File: config.mk
export PLATFORM = sky130hd
export DESIGN_NAME = mie_core
export DESIGN_NICKNAME = d
export VERILOG_FILES = /design/src/mie_pkg.sv /design/src/mie_add_if.sv /design/src/mie_adder.sv /design/src/mie_core.sv
export VERILOG_INCLUDE_DIRS = /design/src
export SDC_FILE = /design/constraint.sdc
export NUM_CORES = 2
export LEC_CHECK = 0
export BUFFER_PORTS_ARGS = -buffer_cell sky130_fd_sc_hd__buf_2
export CAP_MARGIN = 10
export CORE_MARGIN = 2
export CORE_UTILIZATION = 58
export CTS_BUF_LIST = sky130_fd_sc_hd__clkbuf_4 sky130_fd_sc_hd__clkbuf_8
export CTS_CLUSTER_DIAMETER = 80
export DETAILED_ROUTE_END_ITERATION = 8
export HOLD_SLACK_MARGIN = 0.15
export PLACE_DENSITY = 0.81
export SETUP_SLACK_MARGIN = 0.4
export SYNTH_ARGS = -nofsm -noshare
export SYNTH_HDL_FRONTEND = slang
export SYNTH_SLANG_ARGS = --single-unit
File: constraint.sdc
create_clock -name clk_i -period 4.5 [get_ports clk_i]
set_input_delay 0.675 -clock clk_i [delete_from_list [all_inputs] [get_ports clk_i]]
set_output_delay 0.675 -clock clk_i [all_outputs]
set_load 0.01 [all_outputs]
File: src/mie_defines.svh
// Constants of the instruction execute block: bus map, fields, resets.
// Assumes inclusion by bare name from the package and the testbench.
`ifndef MIE_DEFINES_SVH
`define MIE_DEFINES_SVH

// ************************************************************
// Widths and sizes
// ************************************************************
`define MIE_PC_W 10
`define MIE_IW 14
`define MIE_STK_D 4
`define MIE_FPAGE_MIN 4'h5
`define MIE_TBL_SIDX 4'h0

// ************************************************************
// Register offsets on the bus (byte addresses)
// ************************************************************
`define MIE_OFF_STATUS 8'h00
`define MIE_OFF_ACC 8'h04
`define MIE_OFF_PC 8'h08
`define MIE_OFF_CTRL 8'h0C
`define MIE_OFF_HIBYTE 8'h10

// ************************************************************
// Field positions
// ************************************************************
`define MIE_ST_Z 0
`define MIE_ST_DC 1
`define MIE_ST_C 2
`define MIE_ST_PD 3
`define MIE_ST_TO 4
`define MIE_ST_HALT 5
`define MIE_ST_GIE 6
`define MIE_CT_RUN 0
`define MIE_CT_WAKE 1
`define MIE_OP_MSB 13
`define MIE_OP_LSB 9
`define MIE_BIT_MSB 8
`define MIE_BIT_LSB 6
`define MIE_D_BIT 6
`define MIE_R_MSB 5

// ************************************************************
// Reset values
// ************************************************************
`define MIE_RST_RUN 1'b1
`define MIE_RST_ACC 8'h00
`define MIE_RST_PC 10'h000

`endif

File: src/mie_pkg.sv
// Types of the instruction execute block: states, opcodes, core state.
// Assumes mie_defines.svh is on the include path.
package mie_pkg;
  `include "mie_defines.svh"

  typedef enum logic [2:0] {
    st_run  = 3'h1,
    st_busy = 3'h2,
    st_halt = 3'h4
  } mie_state_t;

  typedef enum logic [4:0] {
    op_nop = 5'h00, op_btsz = 5'h01, op_btso = 5'h02, op_incsz = 5'h03,
    op_decsz = 5'h04, op_sleep = 5'h05, op_kick = 5'h06,
    op_irq_on = 5'h07, op_irq_off = 5'h08, op_ret = 5'h09,
    op_reti_en = 5'h0A, op_retlit = 5'h0B, op_call_indirect_accum = 5'h0C,
    op_jump_indirect_accum = 5'h0D, op_fwr = 5'h0E, op_frd = 5'h0F, op_swr = 5'h10,
    op_srd = 5'h11, op_table = 5'h12, op_addr = 5'h13, op_adcr = 5'h14,
    op_addi = 5'h15, op_adci = 5'h16
  } mie_op_t;

  typedef struct packed {
    mie_state_t state;
    logic [`MIE_PC_W-1:0] pc;
    logic [`MIE_PC_W-1:0] fetch;
    logic [7:0] acc;
    logic z;
    logic dc;
    logic c;
    logic pd_n;
    logic to_n;
    logic gie;
    logic skip;
    logic tbl;
    logic kick;
    logic run;
    logic ack;
    logic [31:0] dat;
    logic [5:0] hibyte_buf;
    logic [1:0] sp;
    logic [`MIE_STK_D-1:0][`MIE_PC_W-1:0] stk;
    logic [63:0][7:0] rmem;
    logic [15:0][7:0] fmem;
    logic [15:0][7:0] smem;
  } mie_regs_t;
endpackage

File: src/mie_add_if.sv
// Carrier between the core and its adder.
// Assumes one core drives the operands and one adder answers.
`timescale 1ns/1ps
interface mie_add_if;
  logic [7:0] a;
  logic [7:0] b;
  logic cin;
  logic [7:0] sum;
  logic c;
  logic dc;
  logic z;
  modport core (output a, output b, output cin,
                input sum, input c, input dc, input z);
  modport alu (input a, input b, input cin,
               output sum, output c, output dc, output z);
endinterface

File: src/mie_adder.sv
// Eight-bit adder with carry in, carry, nibble carry and zero outputs.
// Assumes operands are stable within the cycle; purely combinational.
`timescale 1ns/1ps
module mie_adder (
  // Operands and results
  mie_add_if.alu bus
);
  import mie_pkg::*;

  logic [4:0] lo;
  logic [8:0] full;

  assign lo = {1'b0, bus.a[3:0]} + {1'b0, bus.b[3:0]} + {4'h0, bus.cin};
  assign full = {1'b0, bus.a} + {1'b0, bus.b} + {8'h00, bus.cin};
  assign bus.sum = full[7:0];
  assign bus.c = full[8];
  assign bus.dc = lo[4];
  assign bus.z = (full[7:0] == 8'h00);
endmodule // mie_adder

File: src/mie_core.sv
// Instruction decode and execute core with a Wishbone register port.
// Assumes program memory answers pm_data_i in the cycle pm_addr_o is shown.
//
// How it works
// - Bit test skips next when bit matches.
// - Increment/decrement, write destination, skip on zero.
// - Sleep halts core and clears power-down flag.
// - Power-down flag is one after reset, watchdog kick.
// - Time-out flag one after reset, kick, sleep.
// - Watchdog timeout clears the time-out flag.
// - Interrupt return pops PC, enables interrupts, two cycles.
// - Returns pop PC; literal form loads accumulator.
// - Indirect call/jump target low byte from accumulator, two cycles.
// - Subroutine return resumes after caller, two cycles.
// - F-page moves accept addresses five to fifteen.
// - S-page moves address all sixteen registers.
// - R-page operand addresses sixty-four locations.
// - Destination bit: zero accumulator, one register.
// - Carry set on add carry, no borrow.
// - Register adds update flags, write destination.
// - Immediate add leaves sum in accumulator.
// - Immediate add with carry into accumulator.
// - Table read two cycles, high byte buffered.
//
// The Wishbone slave port and the placing of the registers were chosen for this implementation.
`timescale 1ns/1ps
module mie_core (
  // Clock and reset
  input wire logic clk_i,
  input wire logic rst_i,
  // Wishbone slave
  input wire logic wb_cyc_i,
  input wire logic wb_stb_i,
  input wire logic wb_we_i,
  input wire logic [7:0] wb_adr_i,
  input wire logic [3:0] wb_sel_i,
  input wire logic [31:0] wb_dat_i,
  output logic [31:0] wb_dat_o,
  output logic wb_ack_o,
  // Program memory
  output logic [9:0] pm_addr_o,
  input wire logic [13:0] pm_data_i,
  // System
  input wire logic wdt_timeout_i,
  input wire logic wake_i,
  output logic wdt_clear_o,
  output logic halt_o,
  output logic irq_enable_o
);
  import mie_pkg::*;

  // ************************************************************
  // Decode
  // ************************************************************
  mie_regs_t st_ff;
  mie_regs_t nxt_st;
  mie_op_t op;
  logic [5:0] ridx;
  logic [2:0] bsel;
  logic [3:0] pidx;
  logic [7:0] imm;
  logic [7:0] rval;
  logic [7:0] res;
  logic [9:0] pc_inc;
  logic [9:0] tbl_addr;
  logic [1:0] sp_dn;
  logic dsel;
  logic ex;
  logic bus_wr;
  logic [7:0] badr;
  logic [31:0] rd_word;

  assign op = mie_op_t'(pm_data_i[`MIE_OP_MSB:`MIE_OP_LSB]);
  assign ridx = pm_data_i[`MIE_R_MSB:0];
  assign bsel = pm_data_i[`MIE_BIT_MSB:`MIE_BIT_LSB];
  assign pidx = pm_data_i[3:0];
  assign imm = pm_data_i[7:0];
  assign dsel = pm_data_i[`MIE_D_BIT];
  assign rval = st_ff.rmem[ridx];
  assign pc_inc = st_ff.pc + 10'h001;
  assign sp_dn = st_ff.sp - 2'h1;
  assign tbl_addr = {st_ff.smem[`MIE_TBL_SIDX][1:0], st_ff.acc};
  // Low in reset, so no check reads the word shown at the release edge.
  assign ex = !rst_i && (st_ff.state == st_run) && st_ff.run && !st_ff.skip;
  assign badr = {wb_adr_i[7:2], 2'h0};
  assign bus_wr = st_ff.ack && wb_cyc_i && wb_stb_i && wb_we_i;

  // ************************************************************
  // Adder
  // ************************************************************
  mie_add_if add_bus ();

  assign add_bus.a = st_ff.acc;
  assign add_bus.b = (op == op_addi || op == op_adci) ? imm : rval;
  assign add_bus.cin = (op == op_adcr || op == op_adci) && st_ff.c;

  mie_adder u_add (
    .bus(add_bus)
  );

  // ************************************************************
  // Register read mux
  // ************************************************************
  always_comb
  begin
    unique case (badr)
      `MIE_OFF_STATUS: rd_word = {25'h0, st_ff.gie,
        (st_ff.state == st_halt), st_ff.to_n, st_ff.pd_n,
        st_ff.c, st_ff.dc, st_ff.z};
      `MIE_OFF_ACC: rd_word = {24'h0, st_ff.acc};
      `MIE_OFF_PC: rd_word = {22'h0, st_ff.pc};
      `MIE_OFF_CTRL: rd_word = {31'h0, st_ff.run};
      `MIE_OFF_HIBYTE: rd_word = {26'h0, st_ff.hibyte_buf};
      default: rd_word = 32'h0;
    endcase
  end

  // ************************************************************
  // Next state
  // ************************************************************
  always_comb
  begin
    nxt_st = st_ff;
    nxt_st.kick = 1'b0;
    nxt_st.ack = wb_cyc_i && wb_stb_i && !st_ff.ack;
    if (nxt_st.ack)
    begin
      nxt_st.dat = rd_word;
    end
    res = 8'h00;
    unique case (st_ff.state)
      st_run:
      begin
        if (st_ff.run && st_ff.skip)
        begin
          // The fetched word is thrown away; only the PC moves.
          nxt_st.pc = pc_inc;
          nxt_st.skip = 1'b0;
        end
        else if (st_ff.run)
        begin
          nxt_st.pc = pc_inc;
          unique case (op)
            op_btsz:
              nxt_st.skip = !rval[bsel];
            op_btso:
              nxt_st.skip = rval[bsel];
            op_incsz, op_decsz:
            begin
              res = (op == op_incsz) ? rval + 8'h01 : rval - 8'h01;
              nxt_st.skip = (res == 8'h00);
              if (dsel)
                nxt_st.rmem[ridx] = res;
              else
                nxt_st.acc = res;
            end
            op_sleep:
            begin
              nxt_st.state = st_halt;
              nxt_st.pd_n = 1'b0;
              nxt_st.to_n = 1'b1;
            end
            op_kick:
            begin
              nxt_st.pd_n = 1'b1;
              nxt_st.to_n = 1'b1;
              nxt_st.kick = 1'b1;
            end
            op_irq_on:
              nxt_st.gie = 1'b1;
            op_irq_off:
              nxt_st.gie = 1'b0;
            op_ret, op_reti_en, op_retlit:
            begin
              nxt_st.pc = st_ff.stk[sp_dn];
              nxt_st.sp = sp_dn;
              nxt_st.state = st_busy;
              if (op == op_reti_en)
                nxt_st.gie = 1'b1;
              if (op == op_retlit)
                nxt_st.acc = imm;
            end
            op_call_indirect_accum, op_jump_indirect_accum:
            begin
              nxt_st.pc = {st_ff.pc[9:8], st_ff.acc};
              nxt_st.state = st_busy;
              if (op == op_call_indirect_accum)
              begin
                nxt_st.stk[st_ff.sp] = pc_inc;
                nxt_st.sp = st_ff.sp + 2'h1;
              end
            end
            op_fwr:
              if (pidx >= `MIE_FPAGE_MIN)
                nxt_st.fmem[pidx] = st_ff.acc;
            op_frd:
              if (pidx >= `MIE_FPAGE_MIN)
                nxt_st.acc = st_ff.fmem[pidx];
            op_swr:
              nxt_st.smem[pidx] = st_ff.acc;
            op_srd:
              nxt_st.acc = st_ff.smem[pidx];
            op_table:
            begin
              nxt_st.tbl = 1'b1;
              nxt_st.state = st_busy;
            end
            op_addr, op_adcr, op_addi, op_adci:
            begin
              nxt_st.z = add_bus.z;
              nxt_st.dc = add_bus.dc;
              nxt_st.c = add_bus.c;
              if (dsel && (op == op_addr || op == op_adcr))
                nxt_st.rmem[ridx] = add_bus.sum;
              else
                nxt_st.acc = add_bus.sum;
            end
            default:
              nxt_st.pc = pc_inc;
          endcase
        end
      end
      st_busy:
      begin
        // Second cycle: for a table read, the table word is on the bus now.
        nxt_st.state = st_run;
        if (st_ff.tbl)
        begin
          nxt_st.tbl = 1'b0;
          nxt_st.hibyte_buf = pm_data_i[13:8];
          nxt_st.acc = pm_data_i[7:0];
        end
      end
      st_halt:
        if (wake_i || wdt_timeout_i)
          nxt_st.state = st_run;
      default:
        nxt_st.state = st_run;
    endcase
    // A timeout beats a kick or sleep landing in the same cycle.
    if (wdt_timeout_i)
      nxt_st.to_n = 1'b0;
    // Bus writes land last, so software wins over an instruction.
    if (bus_wr && wb_sel_i[0])
    begin
      if (badr == `MIE_OFF_ACC)
        nxt_st.acc = wb_dat_i[7:0];
      if (badr == `MIE_OFF_CTRL)
      begin
        nxt_st.run = wb_dat_i[`MIE_CT_RUN];
        if (wb_dat_i[`MIE_CT_WAKE] && st_ff.state == st_halt)
          nxt_st.state = st_run;
      end
    end
    nxt_st.fetch = (nxt_st.tbl) ? tbl_addr : nxt_st.pc;
  end

  // ************************************************************
  // State register
  // ************************************************************
  always_ff @(posedge clk_i)
  begin
    if (rst_i)
    begin
      st_ff <= '0;
      st_ff.state <= st_run;
      st_ff.pc <= `MIE_RST_PC;
      st_ff.fetch <= `MIE_RST_PC;
      st_ff.acc <= `MIE_RST_ACC;
      st_ff.pd_n <= 1'b1;
      st_ff.to_n <= 1'b1;
      st_ff.run <= `MIE_RST_RUN;
    end
    else
    begin
      st_ff <= nxt_st;
    end
  end

  assign wb_dat_o = st_ff.dat;
  assign wb_ack_o = st_ff.ack;
  assign pm_addr_o = st_ff.fetch;
  assign wdt_clear_o = st_ff.kick;
  assign halt_o = (st_ff.state == st_halt);
  assign irq_enable_o = st_ff.gie;
endmodule // mie_core

==> metrics.json <==
{
  "flow_run": {
    "maxCapViolations": 0
  },
  "final_layout": {
    "drive_gt1_frac": 0.191,
    "syn_to_final_growth_pct": 14.6,
    "fin_nets": 4387,
    "postLayoutCellArea_mm2": 0.0437
  },
  "cts": {
    "clock_latency_ps": 830,
    "cts.root.buffer_cell": "sky130_fd_sc_hd__clkbuf_8",
    "tritoncts_num_sinks": 828,
    "cts_max_path_buffers": 3,
    "tritoncts": "yes",
    "cts_inserted_buffers": 136,
    "cts.clk_slew.worst_paths_ps": 60,
    "h-tree-depth": 4
  },
  "synth": {
    "synthesis.area_per_instance_um2": 9.03,
    "netlist.top_cell.by_area": "sky130_fd_sc_hd__dfxtp_1",
    "synth_instances": 4228,
    "dominant_combinational_cell_family_by_area_after_synthesis": "compound AO/OA/AOI/OAI gates",
    "synth_xor_xnor_area_share": 0.00551,
    "syn-cell-area_mm2": 0.0382,
    "synth_ff_type": "sky130_fd_sc_hd__dfxtp_1",
    "synth-seq-area-share": 0.434,
    "synth_compound_gate_area_share": 0.170,
    "yosysMostFrequentCell": "sky130_fd_sc_hd__dfxtp_1",
    "synth_async_sr_flop_share": 0,
    "synth.top_cell.area_share": 0.434,
    "ys_seq_elements": 828,
    "yosys-mux-area-fraction": 0.169,
    "number_of_synthesized_flops_with_an_enable_pin": 0,
    "yosys.area_share.adder": 0.00807,
    "synth_top_cells_by_count": "828 x sky130_fd_sc_hd__dfxtp_1, 754 x sky130_fd_sc_hd__nor2_1, 442 x sky130_fd_sc_hd__nand2_1, 436 x sky130_fd_sc_hd__a211oi_1, 388 x sky130_fd_sc_hd__mux2i_1",
    "post_synth_and_or_nand_nor_area_fraction": 0.155,
    "synthesis.yosys.warnings": 0,
    "yosys-top-cells-area": "sky130_fd_sc_hd__dfxtp_1 43%, sky130_fd_sc_hd__mux2i_1 10%, sky130_fd_sc_hd__a211oi_1 8.6%",
    "synth.lib_cells_used.distinct": 74
  },
  "power_and_ir_drop": {
    "power-per-cell-area_mw_per_mm2": 388,
    "total_power_mw": 17.0,
    "vdd.ir_drop.worst_mv": 0.248,
    "leakagePower_nw": 15.6
  },
  "die": {
    "die_w_um": 261,
    "vertical_die_dimension_um": 261,
    "dieArea_mm2": 0.0679,
    "core-area_mm2": 0.0654,
    "placement_rows": 94,
    "io-pin-count": 111,
    "initial_core_util": 0.584
  },
  "min_path": {
    "worstHoldPathType": "input pin to flop",
    "timing.hold.worst_endpoint": "st_ff[887]",
    "worstHoldPathCells": 3,
    "holdCritStartpoint": "wake_i"
  },
  "grt": {
    "first_global_vias": 31500,
    "total_track_usage": 0.319,
    "maximum_number_of_pins_on_one_net_before_global_route_repair": 234,
    "globalRoute.totalOverflow": 0,
    "first_pass_grt_wire_length_um": 172000,
    "initial_antenna_violation_count": 5
  },
  "setup_path": {
    "nature_of_the_critical_path_startpoint": "flop",
    "worst_ep_required_time_ps": 5190,
    "rr_startpoint": "st_ff[664]",
    "timing.critical_path.from": "st_ff[664]",
    "crit_arrival_ps": 4850,
    "cpMaxStageDelayCell": "sky130_fd_sc_hd__mux4_2",
    "reg2reg_setup_slack_ps": 330,
    "reg2reg_to": "st_ff[502]",
    "critical-path-top-delay-family": "compound AO/OA/AOI/OAI gates",
    "ff2ff_path_depth": 17,
    "critical_path.max_fanout": 10,
    "count_of_buffering_cells_on_the_critical_path_with_inverters_included": 2,
    "timing.critical_path.to_type": "flop",
    "path_cells": "mux4_2, o211ai_1, nand4_1, mux2i_4, o21ai_2, fa_2, fa_2, a21o_1, a21oi_2, nor2b_1, o21a_1, o21a_1, nor2_4, mux2i_4, buf_12, buf_16, a211oi_1",
    "crit_type": "flop to flop",
    "timing.critical_path.slowest_cell_delay_ps": 490
  },
  "detailed_routing": {
    "route.detailed.drc": 0,
    "detailroute.via_count": 33400,
    "drt_first_iter_violations": 4415,
    "vias_per_cell": 6.34,
    "antenna_violating_nets_post_route": 0,
    "post_drt_wl_per_cell_um": 21.4,
    "detailedRoute.firstPassIterationCount": 8,
    "wl_final_um": 113000
  },
  "placement": {
    "hpwl_um": 69600,
    "port_buffers": 59,
    "global_placement_routability_congestion": 0.959,
    "post_dp_cell_area_mm2": 0.0401
  },
  "sta": {
    "finalSetupViolations": 0,
    "grt_setup_unrepaired": "true",
    "clock.fmax_ghz": 0.240,
    "period_minus_slack_ps": 4170,
    "timing_max_transition_violations_final": 0,
    "hold_violations": 0,
    "max_slew_margin": 0.150,
    "worst_clock_skew_ps": 41.1,
    "max_slew.worst_pin.slew_ps": 1280,
    "period_share": 0.926
  },
  "run_status": {
    "run_status": "finished, final reports clean"
  }
}
==> area by class of cell <==
class,count,area (um2)
well taps,864,1080
repair buffers,340,2880
clock inverters,28,388
inverters,16,60.1
clock buffers,211,2630
multi-input cells,2978,20100
diodes,3,7.51
flip-flops and latches,828,16600
fillers,4811,21600
==> logic make-up after synthesis <==
group	Yosys count
and+or+nand+nor	1446
AOI/OAI and AO/OA	956
DFF	828
muxes	507
buffers and inverters	443
xor gates and xnor gates	24
adders and majority gates	23
other	1
==> placed cells by master (no fill, tap or decap), types with 56 or more instances in the layout <==
master                       n
sky130_fd_sc_hd__nand2_1   442
sky130_fd_sc_hd__buf_2      56
sky130_fd_sc_hd__mux2i_1   385
sky130_fd_sc_hd__a211oi_1  349
sky130_fd_sc_hd__mux4_2     96
sky130_fd_sc_hd__a21oi_1   244
sky130_fd_sc_hd__nor2_1    752
sky130_fd_sc_hd__dfxtp_1   826
sky130_fd_sc_hd__a22oi_1   102
sky130_fd_sc_hd__a211oi_2   86
sky130_fd_sc_hd__nand3_1   111
sky130_fd_sc_hd__buf_4     243
sky130_fd_sc_hd__clkbuf_8  167
==> layer usage <==
metal	track usage	wire length, um	vias up
li1	-	-	15200
met1	0.416	44700	16000
met2	0.496	51300	1836
met3	0.0778	11500	397
met4	0.156	5200	4
met5	0	29	-
==> how the worst max path moves through the flow <==
stage	to	cells after the start	slack (ps)
CTS	st_ff[758]	17	400
floorplan	add_bus.a[6]	19	50
detailed placement	add_bus.a[6]	20	-240
finish	st_ff[502]	17	330
global route	st_ff[358]	17	250
global placement	st_ff[271]	22	-150
==> sequential cells by signal (all words and copies together) (netlist names) <==
signal        flops
wb_dat_o         10
pm_addr_o        10
wb_ack_o          1
st_ff           797
irq_enable_o      1
wdt_clear_o       1
add_bus.a         8
==> where the power goes <==
part	total (mW)	switching [mW]	leakage, nW	internal [mW]
clock	7.27	3.13	1.59	4.14
combinational	2.32	1.52	7.31	0.795
sequential	7.41	0.0408	6.67	7.37
total	17.0	4.69	15.6	12.3
==> tightest hold or removal path, delay by kind of cell <==
kind	cells	cell delay, ps
AOI/OAI and AO/OA	1	140
and+or+nand+nor	1	70
buffers and inverters	1	90
==> per-stage QoR <==
| step | utilization | std cells | setup slack, ps | hold slack [ps] | TNS (ps) |
|---|---|---|---|---|---|
| floorplan | - | 4249 | 48.1 | 428 | 0 |
| global placement | 0.614 | 5004 | -148 | 435 | -12400 |
| detailed placement | 0.614 | 5004 | -243 | 443 | -21600 |
| CTS | 0.662 | 5249 | 403 | 156 | 0 |
| global route | 0.669 | 5268 | 248 | 191 | 0 |
| finish | 0.669 | 5268 | 334 | 196 | 0 |
==> repair_timing <==
action / 4_1_cts / 5_1_grt
endpoints found under the hold margin: 2 / 0
gates cloned: 1 / 10
hold buffers: 2 / 0
pin swaps: 6 / 13
buffers inserted: 3 / 6
setup endpoints to repair: 27 / 132
gates resized for setup: 9 / 44
(Power assumes the default switching activity.)
